**config.mk**
```make
export PLATFORM = sky130hd
export DESIGN_NAME = pmev_top
export DESIGN_NICKNAME = d
export VERILOG_FILES = /design/src/pkg/pmev_pkg.sv /design/src/hdl/pmev_debounce.sv /design/src/hdl/pmev_top.sv
export VERILOG_INCLUDE_DIRS = /design/src /design/src/pkg
export SDC_FILE = /design/constraint.sdc
export NUM_CORES = 1
export LEC_CHECK = 0
export BUFFER_PORTS_ARGS = -buffer_cell sky130_fd_sc_hd__clkbuf_2
export CAP_MARGIN = 40
export CELL_PAD_IN_SITES_DETAIL_PLACEMENT = 0
export CELL_PAD_IN_SITES_GLOBAL_PLACEMENT = 1
export CORE_AREA = 2 2 107 109
export CTS_CLUSTER_DIAMETER = 100
export DETAILED_ROUTE_END_ITERATION = 8
export DIE_AREA = 0 0 109 111
export PLACE_DENSITY_LB_ADDON = 0.3
export RECOVER_POWER = 50
export SLEW_MARGIN = 20
export SYNTH_ARGS = -nofsm -noshare
export SYNTH_HDL_FRONTEND = slang
export SYNTH_SLANG_ARGS = --single-unit
```
**constraint.sdc**
```tcl
create_clock -name pclk -period 4.84 [get_ports pclk]
set_clock_uncertainty 0.2 [all_clocks]
set_input_delay 0.726 -clock pclk [delete_from_list [all_inputs] [get_ports pclk]]
set_output_delay 0.726 -clock pclk [all_outputs]
set_load 0.01 [all_outputs]
```
**src/pkg/pmev_consts.svh**
```systemverilog
// Purpose: offsets, field positions, reset values and timing counts
// Assumes: 32-bit APB data, 100 MHz bus clock
// Notes: included by bare name
`ifndef PMEV_CONSTS_SVH
`define PMEV_CONSTS_SVH

// register byte offsets
`define PMEV_ADDR_W 12
`define PMEV_OFF_CTRL 12'h000
`define PMEV_OFF_STATUS 12'h004
`define PMEV_OFF_PINS 12'h008

// control fields
`define PMEV_CTRL_W 11
`define PMEV_C_EXT_EN 0
`define PMEV_C_LID_EN 1
`define PMEV_C_PWR_EN 2
`define PMEV_C_RING_EN 3
`define PMEV_C_BAT_BLK 4
`define PMEV_C_PROC_FN 5
`define PMEV_C_BUS_FN 6
`define PMEV_C_PROC_REQ 7
`define PMEV_C_BUS_REQ 8
`define PMEV_C_GP_OUTPUT_SEVENTEEN 9
`define PMEV_C_GP_OUTPUT_EIGHTEEN 10
`define PMEV_CTRL_RST 11'h600

// sticky status fields
`define PMEV_ST_W 5
`define PMEV_ST_EXT 0
`define PMEV_ST_LID 1
`define PMEV_ST_PWR 2
`define PMEV_ST_RING 3
`define PMEV_ST_BM 4
`define PMEV_SMI_SRC_MASK 5'h07

// synchroniser vector layout
`define PMEV_NSYNC 9
`define PMEV_S_BAT 0
`define PMEV_S_LID 1
`define PMEV_S_PWR 2
`define PMEV_S_RING 3
`define PMEV_S_EXT 4
`define PMEV_S_BM 5
`define PMEV_SYNC_RST 9'h1FF

// timing
`define PMEV_CLK_MHZ 100
`define PMEV_DEBOUNCE_MS 16
`define PMEV_DEBOUNCE_CYC (`PMEV_DEBOUNCE_MS * 1000 * `PMEV_CLK_MHZ)
`define PMEV_REARM_CLKS 3'h4

`endif

```
**src/pkg/pmev_pkg.sv**
```systemverilog
// Purpose: shared types of the power event block
// Assumes: nothing
// Notes: constants live in pmev_consts.svh
package pmev_pkg;

  typedef enum logic [2:0] {
    PMEV_CS_RUN = 3'b001,
    PMEV_CS_BUS = 3'b010,
    PMEV_CS_PROC = 3'b100
  } pmev_clk_e;

  typedef logic [31:0] pmev_word_t;

endpackage

```
**src/hdl/pmev_debounce.sv**
```systemverilog
// Purpose: settle a synchronised level over a fixed count of cycles
// Assumes: din already synchronised to clk
// Notes: chg_r pulses one cycle when q_r takes a new value
`timescale 1ns/100ps
`default_nettype none

module pmev_debounce #(
  parameter int unsigned CYCLES = 1600000,
  parameter int CNT_W = 21
) (
  input wire logic clk,
  input wire logic rst_n,
  input wire logic din,
  output logic q_r,
  output logic chg_r
);

  logic [CNT_W-1:0] cnt_r;
  logic [CNT_W-1:0] cnt_nxt;
  wire differ = din != q_r;
  wire done = cnt_r == CNT_W'(CYCLES - 1);

  // count only while input disagrees with settled level
  assign cnt_nxt = (!differ || done) ? '0 : cnt_r + CNT_W'(1);

  always_ff @(posedge clk or negedge rst_n) begin
    if (!rst_n) begin
      cnt_r <= '0;
      q_r <= 1'b1;
      chg_r <= 1'b0;
    end else begin
      cnt_r <= cnt_nxt;
      q_r <= (differ && done) ? din : q_r;
      chg_r <= differ && done;
    end
  end

  property p_settle;
    @(posedge clk) disable iff (!rst_n)
    (q_r != $past(q_r)) |-> $past(cnt_r) == CNT_W'(CYCLES - 1);
  endproperty
  a_settle: assert property (p_settle) else $error("level changed before settling");

endmodule

`default_nettype wire

```
**src/hdl/pmev_top.sv**
```systemverilog
// Purpose: power event inputs, management interrupt and clock stop requests
// Assumes: APB slave on pclk; resume_well_reset_n also clears event logic
// Notes: pready answers in the first access cycle, no wait states
//
// Chosen here: the placing of the registers and the APB interface to the registers.
`timescale 1ns/100ps
`default_nettype none

`include "pmev_consts.svh"

module pmev_top #(
  parameter int unsigned DEBOUNCE_CYCLES = `PMEV_DEBOUNCE_CYC,
  parameter int DEB_CNT_W = 21
) (
  input wire logic pclk,
  input wire logic presetn,
  input wire logic resume_well_reset_n,
  input wire logic psel,
  input wire logic penable,
  input wire logic pwrite,
  input wire logic [`PMEV_ADDR_W-1:0] paddr,
  input wire logic [31:0] pwdata,
  output logic [31:0] prdata,
  output logic pready,
  output logic pslverr,
  input wire logic battery_low_n,
  input wire logic lid_in,
  input wire logic power_button_n,
  input wire logic ring_wake_n,
  input wire logic [3:0] bus_master_req_monitor_n,
  input wire logic ext_mgmt_irq_req_n_i,
  output logic ext_mgmt_irq_req_n_o,
  output logic ext_mgmt_irq_req_n_oe,
  input wire logic serirq_mgmt_irq,
  output logic mgmt_irq_out_n,
  output logic resume_wake,
  output logic proc_clock_stop_n,
  output logic bus_clock_stop_n
);

  ////////////////////////////////////////////////////////////////////////
  // resets and synchronisers

  wire rst_well_n = presetn & resume_well_reset_n;
  logic [`PMEV_NSYNC-1:0] meta_r;
  logic [`PMEV_NSYNC-1:0] sync_r;
  wire [`PMEV_NSYNC-1:0] async_in = {bus_master_req_monitor_n, ext_mgmt_irq_req_n_i,
                                     ring_wake_n, power_button_n, lid_in, battery_low_n};

  always_ff @(posedge pclk or negedge rst_well_n) begin
    if (!rst_well_n) begin
      meta_r <= `PMEV_SYNC_RST;
      sync_r <= `PMEV_SYNC_RST;
    end else begin
      meta_r <= async_in;
      sync_r <= meta_r;
    end
  end

  wire bat_low = !sync_r[`PMEV_S_BAT];
  wire ext_s = sync_r[`PMEV_S_EXT];
  wire [3:0] bm_s = sync_r[`PMEV_S_BM +: 4];

  ////////////////////////////////////////////////////////////////////////
  // debounce of lid and power button

  logic [1:0] deb_q;
  logic [1:0] deb_chg;
  wire [1:0] deb_in = {sync_r[`PMEV_S_PWR], sync_r[`PMEV_S_LID]};

  genvar gi;
  generate
    for (gi = 0; gi < 2; gi++) begin : g_deb
      pmev_debounce #(
        .CYCLES(DEBOUNCE_CYCLES),
        .CNT_W(DEB_CNT_W)
      ) u_deb (
        .clk(pclk),
        .rst_n(rst_well_n),
        .din(deb_in[gi]),
        .q_r(deb_q[gi]),
        .chg_r(deb_chg[gi])
      );
    end
  endgenerate

  wire lid_chg = deb_chg[0];
  wire pwr_press = deb_chg[1] && !deb_q[1];

  ////////////////////////////////////////////////////////////////////////
  // external request edge detector and ring edge

  logic [2:0] hi_cnt_r;
  logic [2:0] hi_cnt_nxt;
  logic ring_d_r;
  wire ext_armed = hi_cnt_r == `PMEV_REARM_CLKS;
  wire ext_fall = ext_armed && !ext_s;
  wire ring_fall = ring_d_r && !sync_r[`PMEV_S_RING];
  wire bm_active = bm_s != 4'hF;

  // rearm only after enough high samples
  assign hi_cnt_nxt = !ext_s ? 3'h0 : (ext_armed ? hi_cnt_r : hi_cnt_r + 3'h1);

  always_ff @(posedge pclk or negedge rst_well_n) begin
    if (!rst_well_n) begin
      hi_cnt_r <= 3'h0;
      ring_d_r <= 1'b1;
    end else begin
      hi_cnt_r <= hi_cnt_nxt;
      ring_d_r <= sync_r[`PMEV_S_RING];
    end
  end

  ////////////////////////////////////////////////////////////////////////
  // apb decode

  logic [`PMEV_CTRL_W-1:0] ctrl_r;
  logic [`PMEV_ST_W-1:0] status_r;
  logic [`PMEV_ST_W-1:0] status_nxt;
  pmev_pkg::pmev_clk_e cs_r;
  pmev_pkg::pmev_clk_e cs_nxt;

  wire setup = psel && !penable;
  wire access = psel && penable && pready;
  wire hit_ctrl = paddr == `PMEV_OFF_CTRL;
  wire hit_status = paddr == `PMEV_OFF_STATUS;
  wire hit_pins = paddr == `PMEV_OFF_PINS;
  wire mapped = hit_ctrl || hit_status || hit_pins;
  wire wr_ctrl = access && pwrite && hit_ctrl && !pslverr;
  wire wr_status = access && pwrite && hit_status && !pslverr;
  wire [`PMEV_ST_W-1:0] st_clr = wr_status ? pwdata[`PMEV_ST_W-1:0] : '0;

  // pin image: battery low, lid, ring, power button, requests, clock state
  wire [31:0] pins_word = {21'h0, cs_r, bm_s, deb_q[1], sync_r[`PMEV_S_RING], deb_q[0],
                           sync_r[`PMEV_S_BAT]};
  wire [31:0] rd_word = hit_ctrl ? {21'h0, ctrl_r} :
                        hit_status ? {27'h0, status_r} :
                        hit_pins ? pins_word : 32'h0;

  always_ff @(posedge pclk or negedge presetn) begin
    if (!presetn) begin
      pready <= 1'b0;
      pslverr <= 1'b0;
      prdata <= 32'h0;
    end else begin
      pready <= setup;
      pslverr <= setup && !mapped;
      prdata <= setup ? rd_word : prdata;
    end
  end

  always_ff @(posedge pclk or negedge presetn) begin
    if (!presetn) begin
      ctrl_r <= `PMEV_CTRL_RST;
    end else if (wr_ctrl) begin
      ctrl_r <= pwdata[`PMEV_CTRL_W-1:0];
    end
  end

  ////////////////////////////////////////////////////////////////////////
  // sticky status, set wins over write-one clear

  wire [`PMEV_ST_W-1:0] st_set = {bm_active, ring_fall, pwr_press, lid_chg, ext_fall};
  assign status_nxt = (status_r & ~st_clr) | st_set;

  always_ff @(posedge pclk or negedge rst_well_n) begin
    if (!rst_well_n) begin
      status_r <= '0;
    end else begin
      status_r <= status_nxt;
    end
  end

  ////////////////////////////////////////////////////////////////////////
  // interrupt, wake and open-drain request line

  wire [`PMEV_ST_W-1:0] smi_en = {2'b00, ctrl_r[`PMEV_C_PWR_EN], ctrl_r[`PMEV_C_LID_EN],
                                  ctrl_r[`PMEV_C_EXT_EN]};
  wire smi_nxt = |(status_nxt & smi_en & `PMEV_SMI_SRC_MASK);
  wire resume_blk = ctrl_r[`PMEV_C_BAT_BLK] && bat_low;
  wire wake_src = (ring_fall && ctrl_r[`PMEV_C_RING_EN]) || pwr_press;

  always_ff @(posedge pclk or negedge rst_well_n) begin
    if (!rst_well_n) begin
      mgmt_irq_out_n <= 1'b1;
      resume_wake <= 1'b0;
      ext_mgmt_irq_req_n_oe <= 1'b0;
      ext_mgmt_irq_req_n_o <= 1'b0;
    end else begin
      mgmt_irq_out_n <= !smi_nxt;
      resume_wake <= wake_src && !resume_blk;
      ext_mgmt_irq_req_n_oe <= serirq_mgmt_irq;
      ext_mgmt_irq_req_n_o <= 1'b0;
    end
  end

  ////////////////////////////////////////////////////////////////////////
  // clock stop sequencer

  wire bus_fn = ctrl_r[`PMEV_C_BUS_FN];
  wire proc_fn = ctrl_r[`PMEV_C_PROC_FN];
  wire bus_req = ctrl_r[`PMEV_C_BUS_REQ] && bus_fn;
  wire proc_req = ctrl_r[`PMEV_C_PROC_REQ] && proc_fn;

  always_comb begin
    cs_nxt = cs_r;
    case (cs_r)
      pmev_pkg::PMEV_CS_RUN: begin
        if (bus_req && !bm_active) begin
          cs_nxt = pmev_pkg::PMEV_CS_BUS;
        end
      end
      pmev_pkg::PMEV_CS_BUS: begin
        if (!bus_req || bm_active) begin
          cs_nxt = pmev_pkg::PMEV_CS_RUN;
        end else if (proc_req) begin
          cs_nxt = pmev_pkg::PMEV_CS_PROC;
        end
      end
      pmev_pkg::PMEV_CS_PROC: begin
        if (!proc_req || bm_active) begin
          cs_nxt = pmev_pkg::PMEV_CS_BUS;
        end
      end
      default: cs_nxt = pmev_pkg::PMEV_CS_RUN;
    endcase
  end

  wire bus_stop_nxt = bus_fn ? (cs_nxt == pmev_pkg::PMEV_CS_RUN) : ctrl_r[`PMEV_C_GP_OUTPUT_EIGHTEEN];
  wire proc_stop_nxt = proc_fn ? (cs_nxt != pmev_pkg::PMEV_CS_PROC) :
                       ctrl_r[`PMEV_C_GP_OUTPUT_SEVENTEEN];

  always_ff @(posedge pclk or negedge rst_well_n) begin
    if (!rst_well_n) begin
      cs_r <= pmev_pkg::PMEV_CS_RUN;
      bus_clock_stop_n <= 1'b1;
      proc_clock_stop_n <= 1'b1;
    end else begin
      cs_r <= cs_nxt;
      bus_clock_stop_n <= bus_stop_nxt;
      proc_clock_stop_n <= proc_stop_nxt;
    end
  end

  ////////////////////////////////////////////////////////////////////////
  // checks

  property p_ext_smi;
    @(posedge pclk) disable iff (!rst_well_n)
    (ext_fall && ctrl_r[`PMEV_C_EXT_EN] && !wr_ctrl) |=> !mgmt_irq_out_n ##0 status_r[0];
  endproperty
  a_ext_smi: assert property (p_ext_smi) else $error("ext request edge gave no interrupt");

  property p_rearm;
    @(posedge pclk) disable iff (!rst_well_n)
    ext_fall |-> $past(ext_s, 1) && $past(ext_s, 4);
  endproperty
  a_rearm: assert property (p_rearm) else $error("edge taken before four high clocks");

  property p_lid;
    @(posedge pclk) disable iff (!rst_well_n)
    (lid_chg && ctrl_r[`PMEV_C_LID_EN] && !wr_ctrl) |=> !mgmt_irq_out_n;
  endproperty
  a_lid: assert property (p_lid) else $error("lid change gave no interrupt");

  property p_batblk;
    @(posedge pclk) disable iff (!rst_well_n)
    resume_wake |-> !$past(resume_blk);
  endproperty
  a_batblk: assert property (p_batblk) else $error("wake while battery low block");

  property p_proc_stop;
    @(posedge pclk) disable iff (!rst_well_n)
    (proc_fn && cs_r == pmev_pkg::PMEV_CS_PROC) |-> !proc_clock_stop_n;
  endproperty
  a_proc_stop: assert property (p_proc_stop) else $error("proc clock not stopped");

  property p_proc_gpo;
    @(posedge pclk) disable iff (!rst_well_n)
    !proc_fn |=> proc_clock_stop_n == $past(ctrl_r[`PMEV_C_GP_OUTPUT_SEVENTEEN]);
  endproperty
  a_proc_gpo: assert property (p_proc_gpo) else $error("proc stop pin ignores output bit");

  property p_bus_stop;
    @(posedge pclk) disable iff (!rst_well_n)
    (bus_fn && cs_r != pmev_pkg::PMEV_CS_RUN) |-> !bus_clock_stop_n;
  endproperty
  a_bus_stop: assert property (p_bus_stop) else $error("bus clock not stopped");

  property p_serirq;
    @(posedge pclk) disable iff (!rst_well_n)
    serirq_mgmt_irq |=> ext_mgmt_irq_req_n_oe && !ext_mgmt_irq_req_n_o;
  endproperty
  a_serirq: assert property (p_serirq) else $error("ext line not pulled low");

  property p_bm_wake;
    @(posedge pclk) disable iff (!rst_well_n)
    (bm_active && cs_r == pmev_pkg::PMEV_CS_BUS) |=> cs_r == pmev_pkg::PMEV_CS_RUN ##1 1'b1;
  endproperty
  a_bm_wake: assert property (p_bm_wake) else $error("bus activity did not restart");

endmodule

`default_nettype wire

```
==> impl_metrics.prom <==
# TYPE chip_impl_metric gauge
chip_impl_info{name="run_status",value="finished with violations"} 1
chip_impl_info{name="failed_checks",value="max-capacitance violations, max-slew violations"} 1
chip_impl_info{name="timing.setup.critical_path_class",value="input port to async pin"} 1
chip_impl_metric{name="placeableCoreArea",unit="um^2"} 11100
chip_impl_info{name="worst_hold_start",value="meta_r[4]$_DFF_PN1_"} 1
chip_impl_metric{name="drive_above_1_share",unit="%"} 18.8
chip_impl_metric{name="gp_weighted_congestion",unit=""} 0.778
chip_impl_info{name="netlist_top_cells_area",value="dfrtp_1, dfstp_2, nor2_1, xnor2_1, buf_4"} 1
chip_impl_metric{name="route.final.wire_length",unit="um"} 9080
chip_impl_metric{name="minimum_clock_period_after_layout",unit="ns"} 3.36
chip_impl_metric{name="grt_antenna_before_repair",unit=""} 0
chip_impl_metric{name="cts_setup_buffers",unit=""} 0
chip_impl_metric{name="routed_via_density",unit=""} 5.06
chip_impl_info{name="synth_most_common_cell",value="dfrtp_1"} 1
chip_impl_metric{name="total_setup_violations_reported_at_the_end_of_the_flow",unit=""} 0
chip_impl_metric{name="dieArea",unit="um^2"} 12100
chip_impl_info{name="hold_path.class",value="flop to flop"} 1
chip_impl_metric{name="initial_utilization",unit="%"} 43.2
chip_impl_info{name="clk_root_buffer_cell",value="clkbuf_16"} 1
chip_impl_metric{name="insertion_delay_to_the_later_sink_of_the_worst_skew_pair",unit="ns"} 0.34
chip_impl_info{name="critical_path.reg2reg.endpoint",value="g_deb[1].u_deb.cnt_r[20]$_DFF_PN0_"} 1
chip_impl_metric{name="holdPathStages",unit=""} 0
chip_impl_metric{name="dpl_cell_area",unit="um^2"} 5140
chip_impl_metric{name="peakVddDrop",unit="mV"} 0.218
chip_impl_metric{name="num_antenna_cells",unit=""} 0
chip_impl_metric{name="worst-path-max-fanout",unit=""} 50
chip_impl_metric{name="post_cts.resized_instances",unit=""} 0
chip_impl_metric{name="drt-pass1-iter-count",unit=""} 4
chip_impl_info{name="worstSetupEndpointType",value="async pin"} 1
chip_impl_metric{name="synth.lib_cells_used.distinct",unit=""} 44
chip_impl_metric{name="row_count",unit=""} 39
chip_impl_metric{name="fp.dieH",unit="um"} 111
chip_impl_info{name="netlist.top_cell.by_area",value="dfrtp_1"} 1
chip_impl_metric{name="ioPinCount",unit=""} 100
chip_impl_metric{name="synth_top_area_share",unit="%"} 40.8
chip_impl_metric{name="synth_area_per_cell",unit="um^2"} 10.6
chip_impl_metric{name="global_route.overflow_total",unit=""} 0
chip_impl_info{name="min_to",value="sync_r[4]$_DFF_PN1_"} 1
chip_impl_metric{name="worst-r2r-cell-count",unit=""} 5
chip_impl_metric{name="grt_max_degree",unit=""} 51
chip_impl_metric{name="placement.io_buffers",unit=""} 56
chip_impl_metric{name="timing_hold_violations_final",unit=""} 0
chip_impl_metric{name="cts_hold_buffers",unit=""} 0
chip_impl_metric{name="tritoncts.num_buffers",unit=""} 9
chip_impl_info{name="tritoncts",value="built"} 1
chip_impl_info{name="worst_r2r_startpoint",value="g_deb[1].u_deb.cnt_r[0]$_DFF_PN0_"} 1
chip_impl_metric{name="totalNegativeSetupSlack",unit="ns"} 0
chip_impl_metric{name="count_of_synthesis_stage_warnings_from_yosys",unit=""} 0
chip_impl_info{name="setup_crit_start_kind",value="input port"} 1
chip_impl_metric{name="syn_inst",unit=""} 452
chip_impl_metric{name="dp_slack",unit="ns"} 1.72
chip_impl_metric{name="vias",unit=""} 3307
chip_impl_info{name="synth_top_flop_cell",value="dfrtp_1"} 1
chip_impl_metric{name="final_net_count",unit=""} 570
chip_impl_metric{name="report.final.slew_viol_count",unit=""} 22
chip_impl_metric{name="synth_area",unit="um^2"} 4780
chip_impl_info{name="timing.critical_path.from",value="presetn"} 1
chip_impl_metric{name="track_usage",unit="%"} 15.7
chip_impl_metric{name="grt_first_pass_wirelength",unit="um"} 15000
chip_impl_metric{name="grt_pass1_vias",unit=""} 3125
chip_impl_metric{name="synth-edff-count",unit=""} 0
chip_impl_metric{name="post_synthesis_async_set_or_reset_flop_share",unit="%"} 100
chip_impl_metric{name="cap_violations",unit=""} 1
chip_impl_metric{name="fmax",unit="MHz"} 298
chip_impl_metric{name="clkTransAtPathRegs",unit="ns"} 0.07
chip_impl_metric{name="timing_worst_slew_pin_value",unit="ns"} 1.61
chip_impl_metric{name="wl_per_cell",unit="um"} 13.9
chip_impl_metric{name="power_per_cell_area",unit="nW/um^2"} 323
chip_impl_metric{name="fin_util",unit="%"} 48.9
chip_impl_info{name="ys_top_cells_by_count",value="dfrtp_1, nor2_1, nand2_1, dfstp_2"} 1
chip_impl_metric{name="layout_setup_ws",unit="ns"} 1.48
chip_impl_metric{name="rrSetupSlack",unit="ns"} 2.55
chip_impl_metric{name="p_leak",unit="nW"} 2.37
chip_impl_metric{name="synth_seq_area_share",unit="%"} 55.6
chip_impl_metric{name="cts.htree.levels",unit=""} 3
chip_impl_info{name="rsz0062_at_grt",value="no"} 1
chip_impl_metric{name="chipWidth",unit="um"} 109
chip_impl_metric{name="worst-endpoint-required",unit="ns"} 5.11
chip_impl_metric{name="ys_ff_latch",unit=""} 105
chip_impl_metric{name="syn2layout_area_growth",unit="%"} 13.1
chip_impl_metric{name="ant_nets",unit=""} 0
chip_impl_metric{name="worst-endpoint-arrival",unit="ns"} 3.63
chip_impl_metric{name="fill_cells",unit=""} 1069
chip_impl_metric{name="drt_iter0_markers",unit=""} 165
chip_impl_metric{name="maxSlewHeadroom",unit="%"} -7.62
chip_impl_metric{name="final_design_area_excluding_fillers",unit="um^2"} 5410
chip_impl_metric{name="hpwlAfterDp",unit="um"} 6270
chip_impl_metric{name="cts_num_sinks",unit=""} 105
chip_impl_metric{name="final_min_period_over_clock_period",unit="%"} 69.4
chip_impl_metric{name="clock_path_buffers",unit=""} 2
chip_impl_metric{name="post-layout-total-power",unit="mW"} 1.75
chip_impl_metric{name="drc",unit=""} 0
[through the flow]
step           hold WS [ns]  std cells
3_5_place_dp          0.147        638
2_1_floorplan         0.145        473
6_report              0.157        654
5_1_grt               0.159        654
4_1_cts               0.157        654
3_3_place_gp          0.146        637
[registers in the layout, summed over array words and instances, names as in the netlist, 2 cells and up]
register / count
g_deb.u_deb.q_r: 2
ctrl_r: 11
hi_cnt_r: 3
prdata: 11
meta_r: 9
sync_r: 9
cs_r: 3
g_deb.u_deb.cnt_r: 42
g_deb.u_deb.chg_r: 2
status_r: 5
[placed cells by master (no fill, tap or decap), types with 16 or more instances in the layout]
master and instances:
nand2_1 29, clkbuf_2 37, o21ai_0 22, clkbuf_1 21
nand4_1 17, conb_1 22, dfrtp_1 78, nor2_1 48
nor3_1 21, xnor2_1 19, inv_1 16, dfstp_2 25
[cell type report]
class	count	area (um^2)	area share (%)
inverters	16	60.1	1.11
clock buffers	11	233	4.30
flip-flops and latches	105	2660	49.2
repair buffers	59	299	5.53
multi-input cells	315	1920	35.4
clock inverters	5	63.8	1.18
well taps	143	179	3.31
[layer usage]
layer  global-route usage (%)  vias to the layer above  share of wire (%)
li1                         -                     1647                  -
met5                        0                        -                  0
met3                     3.94                       11                4.5
met4                     4.87                        0                1.2
met2                     23.1                       64                 45
met1                     22.7                     1585                 50
[where the power goes]
group	total [mW]	internal, mW	switching, mW
Combinational	0.102	0.0347	0.0676
Sequential	0.920	0.905	0.0148
Clock	0.726	0.405	0.321
Total	1.75	1.34	0.403
[worst max path at each step]
stage / cells past startpoint / end / slack [ns]
after floorplan: 1 / cs_r[1]$_DFF_PN0_ / 1.44
after global placement: 5 / ctrl_r[1]$_DFFE_PN0P_ / 1.75
after detailed placement: 5 / ctrl_r[2]$_DFFE_PN0P_ / 1.72
after CTS: 5 / ctrl_r[1]$_DFFE_PN0P_ / 2.07
after global routing: 4 / meta_r[2]$_DFF_PN1_ / 0.99
final: 4 / meta_r[2]$_DFF_PN1_ / 1.48
[critical path, stage by stage]
cell and delay, ns:
clkbuf_1 0.96, and2_0 1.33, buf_16 0.33, buf_4 0.25
[kinds of logic (layout without fill, tap and decap cells)]
family | count (synthesis) | count (layout) | synth area share [%]
and+or+nand+nor | 177 | 177 | 19.3
DFF | 105 | 105 | 55.6
muxes | 21 | 21 | 4.76
AOI/OAI and AO/OA | 60 | 60 | 7.51
adders and majority gates | 4 | 4 | 1.05
other | 1 | 22 | 0.0784
xor gates and xnor gates | 31 | 31 | 5.68
buffers and inverters | 53 | 91 | 5.96
Power figures use the tool's default switching activity.
